File: src/design/rsi_map.svh
// Register offsets, field positions, reset values and timing counts of the signaling buffer port.
`ifndef RSI_MAP_SVH
`define RSI_MAP_SVH
`define RSI_OFF_CFG 8'hd2
`define RSI_OFF_STATUS 8'hd3
`define RSI_OFF_CTRL 8'hd4
`define RSI_OFF_DATA 8'hd5
`define RSI_OFF_FLAG0 8'hd6
`define RSI_OFF_FLAG1 8'hd7
`define RSI_OFF_FLAG2 8'hd8
`define RSI_CFG_RST 8'h01
`define RSI_CFG_SIGNALING_CHANGE_IRQ_ENABLE 1
`define RSI_CFG_FREEZE 3
`define RSI_CTRL_READ_NOT_WRITE_FLAG 7
`define RSI_CTRL_RST 8'h00
`define RSI_DATA_RST 8'h00
`define RSI_STATUS_BUSY 0
`define RSI_IND_FIRST 7'h01
`define RSI_IND_LAST 7'h18
`define RSI_EXT_BIT 4
`define RSI_EXT_RST 1'b1
`define RSI_ABCD_RST 4'h0
`define RSI_XFER_CYCLES 3
`endif

File: src/design/rsi_pkg.sv
// Types shared by both ends of the signaling buffer port.
package rsi_pkg;
  typedef enum logic [1:0] {RSI_REQ_IND_WR, RSI_REQ_IND_RD, RSI_REQ_DIR_WR, RSI_REQ_DIR_RD} rsi_req_e;
  typedef enum {RSI_DEV_IDLE, RSI_DEV_XFER} rsi_dev_state_e;
  typedef enum {
    RSI_H_IDLE, RSI_H_WR_CTRL, RSI_H_POLL, RSI_H_POLL_CAP, RSI_H_POLL_CHK,
    RSI_H_RD_CAP, RSI_H_RD_CHK, RSI_H_FIN
  } rsi_host_state_e;
endpackage

File: src/design/rsi_bus_if.sv
// Parallel register bus between the host and the signaling buffer port.
`timescale 1ns/1ps
`default_nettype none
interface rsi_bus_if;
  logic [7:0] addr;
  logic [7:0] wdata;
  logic [7:0] rdata;
  logic wr;
  logic rd;
  logic irq;
  modport dev (input addr, input wdata, input wr, input rd, output rdata, output irq);
  modport host (output addr, output wdata, output wr, output rd, input rdata, input irq);
endinterface
`default_nettype wire

File: src/design/rsi_device.sv
// Device end: register port of the receive signaling buffer with indirect channel access.
`timescale 1ns/1ps
`default_nettype none
`include "rsi_map.svh"
// Function
// - Busy reads 1 during indirect transfer.
// - Busy reads 0 when nothing pending.
// - Host waits for busy low before access.
// - Control bit 7: 0 writes, 1 reads.
// - Low seven bits address channels 01H-18H.
// - Host loads data before write command.
// - Read command loads data register with byte.
// - Signaling change on channel sets its flag; here only with extract on and freeze off.
// - Write one clears flag; reset zero.
// - Flags packed eight per register, D6H-D8H.
// - Indirect registers hold signaling and extract-enable.
// - Enabled flags drive the interrupt output.
module rsi_device #(
  parameter int CHANNELS = 24,
  parameter int XFER_CYCLES = `RSI_XFER_CYCLES
) (
  input wire logic clk,
  input wire logic sys_rst,
  rsi_bus_if.dev bus,
  input wire logic sig_upd,
  input wire logic [4:0] sig_chan,
  input wire logic [3:0] sig_abcd,
  output logic [23:0] sig_change,
  output logic busy
);
  if (CHANNELS < 1 || CHANNELS > 24 || XFER_CYCLES < 1 || XFER_CYCLES > 15) begin : g_chk
    $error("rsi_device: CHANNELS must be 1..24 and XFER_CYCLES 1..15");
  end

  localparam logic [6:0] LAST_ADDR = 7'(int'(`RSI_IND_FIRST) + CHANNELS - 1);
  localparam logic [3:0] XFER_LOAD = 4'(XFER_CYCLES - 1);

  // Transfer sequencer.
  rsi_pkg::rsi_dev_state_e state_r, state_nxt;
  logic [3:0] cnt_r, cnt_nxt;
  logic start;
  logic done;

  // Bus-visible registers.
  logic [7:0] cfg_r, cfg_nxt;
  logic [7:0] ctrl_r, ctrl_nxt;
  logic [7:0] data_r, data_nxt;
  logic [23:0] flag_r, flag_nxt;
  logic [7:0] rdata_r, rdata_nxt;
  logic irq_r, irq_nxt;

  // Per-channel indirect registers.
  logic [CHANNELS-1:0] ext_r, ext_nxt;
  logic [3:0] abcd_r [CHANNELS];
  logic [3:0] abcd_nxt [CHANNELS];

  logic [23:0] set_v;
  logic [23:0] clr_v;
  logic ind_ok;
  logic [4:0] ind_idx;
  logic [7:0] ind_val;
  logic upd_ok;
  logic [4:0] upd_idx;

  assign busy = (state_r == rsi_pkg::RSI_DEV_XFER);
  assign done = busy && (cnt_r == 4'h0);
  assign bus.rdata = rdata_r;
  assign bus.irq = irq_r;
  assign sig_change = flag_r;

  // Indirect address decode; out-of-range targets read as zero and ignore writes.
  assign ind_ok = (ctrl_r[6:0] >= `RSI_IND_FIRST) && (ctrl_r[6:0] <= LAST_ADDR);
  assign ind_idx = 5'(ctrl_r[6:0] - `RSI_IND_FIRST);
  assign upd_ok = sig_upd && ({2'h0, sig_chan} >= `RSI_IND_FIRST) && ({2'h0, sig_chan} <= LAST_ADDR);
  assign upd_idx = 5'(sig_chan - 5'h01);

  always_comb begin
    ind_val = 8'h00;
    if (ind_ok) begin
      ind_val = {3'h0, ext_r[ind_idx], abcd_r[ind_idx]};
    end
  end

  always_comb begin
    state_nxt = state_r;
    cnt_nxt = cnt_r;
    case (state_r)
      rsi_pkg::RSI_DEV_IDLE: begin
        if (start) begin
          state_nxt = rsi_pkg::RSI_DEV_XFER;
          cnt_nxt = XFER_LOAD;
        end
      end
      rsi_pkg::RSI_DEV_XFER: begin
        if (cnt_r == 4'h0) begin
          state_nxt = rsi_pkg::RSI_DEV_IDLE;
        end else begin
          cnt_nxt = cnt_r - 4'h1;
        end
      end
      default: begin
        state_nxt = rsi_pkg::RSI_DEV_IDLE;
      end
    endcase
  end

  always_ff @(posedge clk) begin
    if (sys_rst) begin
      state_r <= rsi_pkg::RSI_DEV_IDLE;
      cnt_r <= 4'h0;
    end else begin
      state_r <= state_nxt;
      cnt_r <= cnt_nxt;
    end
  end

  // Channel store: extract enable is software-written, signaling bits follow the line while extract is on and updates are not frozen.
  always_comb begin
    ext_nxt = ext_r;
    abcd_nxt = abcd_r;
    set_v = 24'h000000;
    if (done && !ctrl_r[`RSI_CTRL_READ_NOT_WRITE_FLAG] && ind_ok) begin
      ext_nxt[ind_idx] = data_r[`RSI_EXT_BIT];
    end
    if (upd_ok && ext_r[upd_idx] && !cfg_r[`RSI_CFG_FREEZE]) begin
      abcd_nxt[upd_idx] = sig_abcd;
      if (sig_abcd != abcd_r[upd_idx]) begin
        set_v[upd_idx] = 1'b1;
      end
    end
  end

  always_ff @(posedge clk) begin
    if (sys_rst) begin
      ext_r <= {CHANNELS{`RSI_EXT_RST}};
      for (int i = 0; i < CHANNELS; i++) begin
        abcd_r[i] <= `RSI_ABCD_RST;
      end
    end else begin
      ext_r <= ext_nxt;
      abcd_r <= abcd_nxt;
    end
  end

  // Register bus: write decode, read decode, flags and interrupt.
  always_comb begin
    cfg_nxt = cfg_r;
    ctrl_nxt = ctrl_r;
    data_nxt = data_r;
    rdata_nxt = rdata_r;
    clr_v = 24'h000000;
    start = 1'b0;
    if (bus.wr) begin
      if (bus.addr == `RSI_OFF_CFG) begin
        cfg_nxt = bus.wdata;
      end else if (bus.addr == `RSI_OFF_CTRL) begin
        // A command while busy is dropped so the running transfer keeps its operands.
        if (!busy) begin
          ctrl_nxt = bus.wdata;
          start = 1'b1;
        end
      end else if (bus.addr == `RSI_OFF_DATA) begin
        if (!busy) begin
          data_nxt = bus.wdata;
        end
      end else if (bus.addr == `RSI_OFF_FLAG0) begin
        clr_v[7:0] = bus.wdata;
      end else if (bus.addr == `RSI_OFF_FLAG1) begin
        clr_v[15:8] = bus.wdata;
      end else if (bus.addr == `RSI_OFF_FLAG2) begin
        clr_v[23:16] = bus.wdata;
      end
    end
    if (done && ctrl_r[`RSI_CTRL_READ_NOT_WRITE_FLAG]) begin
      data_nxt = ind_val;
    end
    // A new change in the same cycle as its clear keeps the flag set.
    flag_nxt = (flag_r & ~clr_v) | set_v;
    irq_nxt = cfg_nxt[`RSI_CFG_SIGNALING_CHANGE_IRQ_ENABLE] && (|flag_nxt);
    if (bus.rd) begin
      if (bus.addr == `RSI_OFF_CFG) begin
        rdata_nxt = cfg_r;
      end else if (bus.addr == `RSI_OFF_STATUS) begin
        rdata_nxt = {7'h00, busy};
      end else if (bus.addr == `RSI_OFF_CTRL) begin
        rdata_nxt = ctrl_r;
      end else if (bus.addr == `RSI_OFF_DATA) begin
        rdata_nxt = data_r;
      end else if (bus.addr == `RSI_OFF_FLAG0) begin
        rdata_nxt = flag_r[7:0];
      end else if (bus.addr == `RSI_OFF_FLAG1) begin
        rdata_nxt = flag_r[15:8];
      end else if (bus.addr == `RSI_OFF_FLAG2) begin
        rdata_nxt = flag_r[23:16];
      end else begin
        rdata_nxt = 8'h00;
      end
    end
  end

  always_ff @(posedge clk) begin
    if (sys_rst) begin
      cfg_r <= `RSI_CFG_RST;
      ctrl_r <= `RSI_CTRL_RST;
      data_r <= `RSI_DATA_RST;
      flag_r <= 24'h000000;
      rdata_r <= 8'h00;
      irq_r <= 1'b0;
    end else begin
      cfg_r <= cfg_nxt;
      ctrl_r <= ctrl_nxt;
      data_r <= data_nxt;
      flag_r <= flag_nxt;
      rdata_r <= rdata_nxt;
      irq_r <= irq_nxt;
    end
  end
endmodule
`default_nettype wire

File: src/flat_wrapper.sv
// flat-port wrapper written by rule: the top's interface ports become plain ports
module rsi_device_flat 
#(
  parameter int CHANNELS = 24,
  parameter int XFER_CYCLES = `RSI_XFER_CYCLES
)
  (clk, sys_rst, sig_upd, sig_chan, sig_abcd, sig_change, busy, bus_addr, bus_wdata, bus_wr, bus_rd, bus_rdata, bus_irq);
  rsi_bus_if bus_i ();
  input wire logic clk;
  input wire logic sys_rst;
  input wire logic sig_upd;
  input wire logic [4:0] sig_chan;
  input wire logic [3:0] sig_abcd;
  output logic [23:0] sig_change;
  output logic busy;
  input wire logic [$bits(bus_i.addr)-1:0] bus_addr;
  input wire logic [$bits(bus_i.wdata)-1:0] bus_wdata;
  input wire logic [$bits(bus_i.wr)-1:0] bus_wr;
  input wire logic [$bits(bus_i.rd)-1:0] bus_rd;
  output wire logic [$bits(bus_i.rdata)-1:0] bus_rdata;
  output wire logic [$bits(bus_i.irq)-1:0] bus_irq;
  assign bus_i.addr = bus_addr;
  assign bus_i.wdata = bus_wdata;
  assign bus_i.wr = bus_wr;
  assign bus_i.rd = bus_rd;
  assign bus_rdata = bus_i.rdata;
  assign bus_irq = bus_i.irq;
  rsi_device #(.CHANNELS(CHANNELS), .XFER_CYCLES(XFER_CYCLES)) u_core (.clk(clk), .sys_rst(sys_rst), .bus(bus_i), .sig_upd(sig_upd), .sig_chan(sig_chan), .sig_abcd(sig_abcd), .sig_change(sig_change), .busy(busy));
endmodule
File: config.mk
export PLATFORM = sky130hd
export DESIGN_NAME = rsi_device_flat
export DESIGN_NICKNAME = d
export VERILOG_FILES = /design/src/design/rsi_pkg.sv /design/src/design/rsi_bus_if.sv /design/src/design/rsi_device.sv /design/src/flat_wrapper.sv
export VERILOG_INCLUDE_DIRS = /design/src /design/src/design
export SDC_FILE = /design/constraint.sdc
export NUM_CORES = 1
export LEC_CHECK = 0
export BUFFER_PORTS_ARGS = -buffer_cell sky130_fd_sc_hd__buf_2
export CAP_MARGIN = 40
export CELL_PAD_IN_SITES_DETAIL_PLACEMENT = 0
export CELL_PAD_IN_SITES_GLOBAL_PLACEMENT = 1
export CORE_MARGIN = 3
export CORE_UTILIZATION = 29
export DETAILED_ROUTE_END_ITERATION = 8
export HOLD_SLACK_MARGIN = 0.06
export PLACE_DENSITY_LB_ADDON = 0.08
export SLEW_MARGIN = 20
export SYNTH_ARGS = -nofsm -noshare
export SYNTH_HDL_FRONTEND = slang
export SYNTH_SLANG_ARGS = --single-unit
File: constraint.sdc
create_clock -name clk -period 6 [get_ports clk]
set_input_delay 0.6 -clock clk [delete_from_list [all_inputs] [get_ports clk]]
set_output_delay 0.6 -clock clk [all_outputs]
set_load 0.005 [all_outputs]
### After elaboration in Yosys (flattened, before gate mapping)

Index checks and enable logic that the tools add are counted.

* output and inout port bits: 34
* register bits after elaboration: 213
* bits of input ports: 30
* word-level logic and storage cells: 152

* reduce and logical (&&, ||, !) cells: 26
* bitwise operators: 7
* add/subtract/negate cells: 3
* magnitude comparators: 11
* multiplexer cells: 55
* eq/ne operators: 16

Operators with widths (number)
* $mux 24: 6
* $mux 8: 17
* $bwmux 96: 1
* $mux 32: 2
* $pmux 32 s2: 1
* $eq 8x8->1 const B: 7
* $bmux 4 s5: 2
* $eq 32x1->1 const B: 1
* $eq 32x2->1 const B: 1
* $logic_not 32->1: 1
* $mux 4: 7
* $and 24x24->24: 1
* $bwmux 24: 1
* $not 24->24: 1
* $or 24x24->24: 1
* $reduce_or 24->1: 1
* $demux 4 s5: 1
* $mux 16: 1
* $ge 5x1->1 const B: 3
* $logic_and 1x1->1: 13
* $ge 6x6->1 const B: 2
* $lt 5x6->1 const B: 2
* $not 5->6: 2
* $bmux 1 s5: 2
* other kinds (22): 41

### Logic depth before layout (Yosys ltp)

Gate-level depths: netlist of the first run.

* depth after elaboration: 13
* gate-level depth with buffers: 16
* gate-level depth less buffers: 10

### Least setup slack after synthesis of the first run

OpenSTA, ideal clock, no wires.

* path kind: in2reg
* from: in sig_chan[0]
* to: reg u_core.flag_r[13] (netlist: u_core.sig_change[13])
* data required time: 5.883 ns
* arrival time: 3.737 ns
* path buffers: 7
* setup time: 0.117 ns
* path slack: 2.146 ns
* cell stages on the path: 15
* path through: buf_2 buf_4 buf_2 inv_1 ha_1 buf_2 buf_2 buf_2 mux4_2 a221oi_1 nor2_1 mux2i_1 nand4_2 buf_2 a32o_1

* longest elaborated chain between the ends: 9
* elaborated cells on any way between the ends: 22
* those cells by class: add/sub: 1; order compare: 4; eq/ne: 1; mux: 9; bitwise: 2; reduce/logical: 5

RTL lines
* start, declared: line flat_wrapper.sv:12 `input wire logic [4:0] sig_chan;`
* $sub 5x1->5: line rsi_device.sv:75 `assign upd_idx = 5'(sig_chan - 5'h01);`
* $not 5->6 (not written as such): line rsi_device.sv:127 `if (sig_abcd != abcd_r[upd_idx]) begin`
* $bmux 4 s5: line rsi_device.sv:127
* $mux 4 (not written as such) (2 in series): line rsi_device.sv:127
* $ne 4x4->1: line rsi_device.sv:127
* $mux 24: line rsi_device.sv:127
* $mux 24 (*): line rsi_device.sv:125 `` if (upd_ok && ext_r[upd_idx] && !cfg_r[`RSI_CFG_FREEZE]) begin ``
* $or 24x24->24 (*): line rsi_device.sv:178 `flag_nxt = (flag_r & ~clr_v) | set_v;`
* end signal, assigned: line rsi_device.sv:213 `flag_r <= flag_nxt;`
* end, declared: line rsi_device.sv:48 `logic [23:0] flag_r, flag_nxt;`

Mark *: on every way between the ends. The rest lies on a longest branch, timed or not. The select of a mux whose other input is x is not followed.
A chain may end at the register's enable or synchronous reset.

### Worst setup path after layout of the first run

* from: in sig_chan[0]
* to: reg u_core.irq_r (netlist: u_core.bus.irq)

* longest elaborated chain between the ends: 11
* elaborated cells on any way between the ends: 24
* those cells by class: add/sub: 1; order compare: 4; eq/ne: 1; mux: 9; bitwise: 2; reduce/logical: 7

RTL lines
* $sub 5x1->5: line rsi_device.sv:75
* $not 5->6 (not written as such): line rsi_device.sv:127
* $bmux 4 s5: line rsi_device.sv:127
* $mux 4 (not written as such) (2 in series): line rsi_device.sv:127
* $ne 4x4->1: line rsi_device.sv:127
* $mux 24: line rsi_device.sv:127
* $mux 24 (*): line rsi_device.sv:125
* $or 24x24->24 (*): line rsi_device.sv:178
* $reduce_or 24->1 (*): line rsi_device.sv:179 `` irq_nxt = cfg_nxt[`RSI_CFG_SIGNALING_CHANGE_IRQ_ENABLE] && (|flag_nxt); ``
* $logic_and 1x1->1 (*): line rsi_device.sv:179
* end signal, assigned: line rsi_device.sv:215 `irq_r <= irq_nxt;`
* end, declared: line rsi_device.sv:50 `logic irq_r, irq_nxt;`

Marks and branches as above.

==> results of run 1 <==
-- kinds of logic (layout without fill, tap and decap cells) --
group                      Yosys count  count (layout)  synth area share [%]
muxes                              169             169                  24.0
xor gates and xnor gates            12              12                  1.30
and+or+nand+nor                    370             370                  17.9
DFF                                182             182                  36.1
adders and majority gates           12              12                  1.49
buffers and inverters              107             141                  4.56
AOI/OAI and AO/OA                  224             224                  14.7
-- placed cells by master, fill, tap and decap left out, drive strengths merged, types with 5 or more instances in the layout --
cell	count
xor2	6
a221oi	8
a311oi	5
mux2	5
o21ai	60
xnor2	6
ha	12
mux2i	106
o311ai	20
nor2b	8
nand4	8
a211oi	9
a21oi	61
nand3	24
o221ai	9
o22ai	5
nor3b	9
a31oi	9
inv	33
nor3	35
dfxtp	182
nor2	148
nand2	104
mux4	58
and3	8
buf	85
a22oi	10
clkbuf	17
-- final cells by class --
type	instances	area share, %
clock buffer	17	3.72
multi-input combinational	787	52.6
clock inverter	15	1.59
sequential	182	31.9
inverter	24	0.788
tap	448	4.90
timing repair buffer	85	4.48
-- critical path: stages --
cell and delay (ps):
sky130_fd_sc_hd__buf_2 100, sky130_fd_sc_hd__inv_1 180, sky130_fd_sc_hd__ha_1 580, sky130_fd_sc_hd__xor2_4 610
sky130_fd_sc_hd__mux2_2 410, sky130_fd_sc_hd__mux4_2 510, sky130_fd_sc_hd__o211ai_1 180, sky130_fd_sc_hd__o2111a_1 210
sky130_fd_sc_hd__nand4_2 580, sky130_fd_sc_hd__o221a_2 550
-- how the worst max path moves through the flow --
| stage | startpoint | endpoint | cells past startpoint |
|---|---|---|---|
| after global placement | sig_chan[0] | u_core.bus.irq | 10 |
| final | sig_chan[0] | u_core.bus.irq | 10 |
| after global routing | sig_chan[0] | u_core.bus.irq | 10 |
| after detailed placement | sig_chan[0] | u_core.bus.irq | 10 |
| after CTS | sig_chan[0] | u_core.bus.irq | 10 |
| after floorplan | sig_chan[0] | u_core.sig_change[13] | 15 |
-- flip-flops by register name, indices dropped and copies added (netlist names) --
register,cells
u_core.bus.irq,1
u_core.bus.rdata,8
u_core.state_r,1
u_core.cnt_r,4
u_core.ext_r,24
u_core.ctrl_r,8
u_core.data_r,8
u_core.cfg_r,8
u_core.sig_change,24
u_core.abcd_r,96
-- per-stage QoR --
stage	power (W)	setup slack (ps)	hold slack (ps)	cell area, um2
after floorplan	0.00140	2150	437	10100
after global placement	0.00148	1340	444	10700
after detailed placement	0.00149	1300	450	10800
after CTS	0.00270	1790	460	11400
after global routing	0.00277	1620	462	11400
final	0.00267	1810	457	11400
-- per-layer routing --
layer  vias up  track usage, %  wire length (um)
met1      4248            27.8             17100
met4         0            5.72               794
met2       195            34.8             18300
li1       4014               -                 -
met5         -               0                 0
met3        35            2.83              1510
-- report_power, final --
part / leakage, nW / switching, W / internal, W / total (W)
Sequential: 1.47 / 0.00000712 / 0.00122 / 0.00122
Clock: 0.297 / 0.000580 / 0.000634 / 0.00121
Combinational: 2.20 / 0.000160 / 0.0000730 / 0.000233
Total: 3.96 / 0.000747 / 0.00192 / 0.00267
==> impl_metrics.toml, run 1 <==
[status]
result_of_the_run = "finished, final reports clean"

[clocking]
clk_root_buffer_cell = "sky130_fd_sc_hd__clkbuf_16"
cts_tree = "done"
clkLatencyLatePin_ps = 460
tritoncts.num_buffers = 17
holdBufCountCts = 0
clock_sinks = 182
cts_resized = 0
clkSlewWorstSetupHoldPaths_ps = 80
cts-root-to-sink-buffers = 2
htreeDepth = 4
number_of_buffers_inserted_to_repair_setup_after_cts = 0

[timing]
setup_repair_after_global_routing_missed_its_margin = "false"
max_transition_viols_final = 0
setup_viol = 0
post-route-min-period_ps = 4190
final.setup_skew_ps = 16.8
final.period_utilization_pct = 69.9
report.final.hold_viol_count = 0
setup_tns_ps = 0
slew_at_the_pin_closest_to_its_max_slew_limit_ps = 840
slew_headroom_pct = 43.4
highest_achievable_clock_rate_ghz = 0.238

[floorplan]
die_height_um = 193
placeableCoreArea_um2 = 34000
die-width_um = 193
fp.dieArea_um2 = 37100
initial_utilization_pct = 29.8
number_of_primary_i_o_pins = 64
row_count = 67

[layout]
layout-drive-gt1-share_pct = 19.3
finish.utilization_pct = 33.7
filler_instances = 3546
fin_nets = 1139
total_area_of_multi_input_combinational_cells_um2 = 6020
insertedDiodeCount = 0
final-instance-count-excl-fill = 1558
syn_to_final_growth_pct = 13.1
ff_latch_area_um2 = 3640

[drt]
drt_drc_violations_left = 0
routed_wire_length_per_instance_um = 24.2
final_wl_mm = 37.6
num_vias = 8492
number_of_drc_violations_after_detailed_routing_iteration_0 = 606
drt_first_pass_iters = 5
drtAntennaViolNets = 0
detail_route.vias_per_cell = 5.45

[worst_hold_path]
timing.hold.worst_endpoint = "u_core.cfg_r[6]"
hold_path_depth = 2
hp-start = "u_core.cfg_r[6]"
hold_path.class = "reg -> reg"

[grt]
total_routing_usage_reported_by_global_routing_pct = 20.7
grt_first_pass_wirelength_mm = 56.3
maximum_number_of_pins_on_one_net_before_global_route_repair = 64
grt_overflow_total = 0
grt_pass1_vias = 8353
number_of_antenna_violations_at_the_first_check_in_global_routing = 1

[synthesis]
synth-seq-cells = 182
most_frequent_cells_after_synthesis = "sky130_fd_sc_hd__dfxtp_1, sky130_fd_sc_hd__nor2_1, sky130_fd_sc_hd__mux2i_1, sky130_fd_sc_hd__nand2_1, sky130_fd_sc_hd__a21oi_1"
share_of_flip_flops_with_an_asynchronous_set_or_reset_after_synthesis_pct = 0
netlist_area_um2 = 10100
synthCells = 1076
post-synth-top-area-fraction_pct = 36.1
synth_top_cell_by_area = "sky130_fd_sc_hd__dfxtp_1"
synth_enable_flop_cells = 0
syn_nets = 1118
synthesis.area_per_instance_um2 = 9.39
yosysUniqueCellTypes = 71
seq_area_frac_synth_pct = 36.1
ys.flop_type = "sky130_fd_sc_hd__dfxtp_1"
synth_area_leaders = "sky130_fd_sc_hd__dfxtp_1, sky130_fd_sc_hd__mux4_2, sky130_fd_sc_hd__mux2i_1, sky130_fd_sc_hd__nor2_1, sky130_fd_sc_hd__nand2_1"
yosysWarnings = 0
synthMostInstantiatedCell = "sky130_fd_sc_hd__dfxtp_1"

[worst_setup_path]
reg2reg_launch_point = "u_core.ctrl_r[1]"
r2r-end = "u_core.data_r[0]"
worst_ep_required_time_ps = 6350
worst_path_maximum_fanout = 25
worstSetupStartpointType = "input pin"
critical_path_arrival_ps = 4540
r2r_setup_slack_ps = 2660
worst-r2r-cell-count = 8
timing_worst_setup_path_type = "in -> reg"
timing.critical_path.to_type = "register"

[place]
dpl.cell_count = 1526
placement.io_buffers = 63
post-dp-hpwl_mm = 27.2
globalplace.congestion = 0.827

[pwr]
irDropWorstVdd_mv = 0.209
power-per-cell-area_nw_per_um2 = 234
static_leakage_nw = 3.96

[run]
maxCapViolCount = 0
Note: power is estimated with default switching activity, not from simulation.
==> run 2: changes to the inputs <==
clock period = 4.35 ns   (was 6 ns; I/O delays follow)
==> run 2 against run 1 <==
Die area stayed put. Sequential share of layout area shrank 0.13 points. Global-route usage is 0.37 points lower. Total power grew 35%. Highest routed layer is now met5. Sequential cell count stayed put. Critical path depth up 1. Clock skew shrank 3.4 ps. Via count fell by 0.37%. Sequential power grew 39%.
==> impl_metrics.toml, run 2 (synthesis gave the netlist of run 1 again) <==
[status]
result_of_the_run = "finished, final reports clean"

[worst_setup_path]
crit_path_top_delay_cell = "sky130_fd_sc_hd__o31ai_1"
path_common_cell = "sky130_fd_sc_hd__buf_4"
timing.critical_path.to_type = "register"
timing_worst_setup_path_type = "in -> reg"
crit_chain = "buf_2, buf_4, o31ai_1, and2_1, o21ai_0, o21a_1, a2111o_1, buf_4, nor3_2, mux2i_1, nor2_1"
worst_ep_required_time_ps = 4670
worst_path_maximum_fanout = 34
worst_path_largest_cell_delay_ps = 810
critical_path_arrival_ps = 3780
worstSetupStartpointType = "input pin"

[timing]
slew_headroom_pct = 42.2
post-route-min-period_ps = 3460
highest_achievable_clock_rate_ghz = 0.289
setup_tns_ps = 0
setup_viol = 0
report.final.hold_viol_count = 0
slew_at_the_pin_closest_to_its_max_slew_limit_ps = 867
setup_repair_after_global_routing_missed_its_margin = "false"
max_transition_viols_final = 0
final.period_utilization_pct = 79.6
final.setup_skew_ps = 13.4

[floorplan]
number_of_primary_i_o_pins = 64
die_height_um = 193
row_count = 67
die-width_um = 193
fp.dieArea_um2 = 37100
placeableCoreArea_um2 = 34000
initial_utilization_pct = 29.8

[pwr]
power-per-cell-area_nw_per_um2 = 314
power_report.internal_total_w = 0.00260
p_sw_w = 0.00101
comb_power_share_pct = 9.1
power.switching_fraction_pct = 27.9
static_leakage_nw = 4.00
sequentialPowerShare_pct = 46.8
irDropWorstVdd_mv = 0.287
clock_power_share_pct = 44.1

[grt]
maximum_number_of_pins_on_one_net_before_global_route_repair = 154
number_of_antenna_violations_at_the_first_check_in_global_routing = 1
total_routing_usage_reported_by_global_routing_pct = 20.3
grt_pass1_vias = 8399
grt_overflow_total = 0
grt_first_pass_wirelength_mm = 55.5

[worst_hold_path]
hold_path.class = "in -> reg"

[layout]
fin_nets = 1146
filler_instances = 3545
largest_register = "u_core.abcd_r"
ff_latch_area_um2 = 3640
leading_cell_type_in_the_layout_fill_and_taps_excluded = "sky130_fd_sc_hd__dfxtp_1"
layout-drive-gt1-share_pct = 19.8
commonest_cells_after_routing_fill_and_taps_aside = "sky130_fd_sc_hd__dfxtp_1, sky130_fd_sc_hd__nor2_1, sky130_fd_sc_hd__mux2i_1"
finish.utilization_pct = 33.8
syn_to_final_growth_pct = 13.6
largest_register_ffs = 96
total_area_of_multi_input_combinational_cells_um2 = 6020
insertedDiodeCount = 0

[drt]
drtAntennaViolNets = 0
drt_drc_violations_left = 0
num_vias = 8461
number_of_drc_violations_after_detailed_routing_iteration_0 = 553
detail_route.vias_per_cell = 5.41
routed_wire_length_per_instance_um = 23.7
drt_first_pass_iters = 5
final_wl_mm = 37.1

[clocking]
cts_tree = "done"
cts-root-to-sink-buffers = 2
clkLatencyLatePin_ps = 460
number_of_buffers_inserted_to_repair_setup_after_cts = 0
clock_sinks = 182
clkSlewWorstSetupHoldPaths_ps = 80
tritoncts.num_buffers = 17
htreeDepth = 4
holdBufCountCts = 0
cts_resized = 0
clk_root_buffer_cell = "sky130_fd_sc_hd__clkbuf_16"

[run]
maxCapViolCount = 0

[place]
globalplace.congestion = 0.817
placement.io_buffers = 63
post-dp-hpwl_mm = 26.8
==> run 2: cell type report <==
type / instances / area share [%]
Multi-Input combinational cell: 787 / 52.4
Sequential cell: 182 / 31.8
Timing Repair Buffer: 92 / 5.04
Tap cell: 448 / 4.88
Clock buffer: 17 / 3.71
Clock inverter: 15 / 1.38
Inverter: 24 / 0.785
==> run 2: power groups by stage <==
stage	combinational (W)	clock [W]	sequential (W)
2_1_floorplan	0.000215	0	0.00172
5_1_grt	0.000353	0.00170	0.00169
6_report	0.000329	0.00159	0.00169
4_1_cts	0.000333	0.00164	0.00169
3_5_place_dp	0.000331	0	0.00173
3_3_place_gp	0.000332	0	0.00173
==> run 2: path summary, 6_finish.rpt <==
path	start	endpoint	slack, ps	depth (start not counted)
max	sig_chan[0]	u_core.abcd_r[27]	890	11
min	bus_wdata[6]	u_core.cfg_r[6]	300	3
max reg2reg	u_core.ctrl_r[1]	u_core.data_r[0]	1050	8
min reg2reg	u_core.cfg_r[7]	u_core.cfg_r[7]	460	2
==> run 2: per-layer routing <==
layer	track usage (%)	vias to the layer above	wire (um)	share of wire, %
li1	-	4011	-	-
met1	27.4	4242	17100	46
met2	34.0	172	18000	48
met3	2.89	34	1290	3.5
met4	5.72	2	678	1.8
met5	0	-	8	0.022
==> run 2: worst max-delay path, delay by kind of cell <==
family	cells	cell delay, ps
AOI/OAI and AO/OA	4	1440
buffers and inverters	3	660
muxes	1	260
and+or+nand+nor	3	970
==> run 2: stage by stage <==
| step | std cells | hold slack (ps) | setup slack [ps] | power, W | cell area [um2] |
|---|---|---|---|---|---|
| 3_5_place_dp | 1533 | 449 | 443 | 0.00206 | 10900 |
| 3_3_place_gp | 1531 | 442 | 413 | 0.00206 | 10900 |
| 6_report | 1565 | 301 | 885 | 0.00361 | 11500 |
| 2_1_floorplan | 1076 | 437 | 636 | 0.00194 | 10100 |
| 5_1_grt | 1565 | 289 | 707 | 0.00374 | 11500 |
| 4_1_cts | 1565 | 283 | 926 | 0.00365 | 11500 |
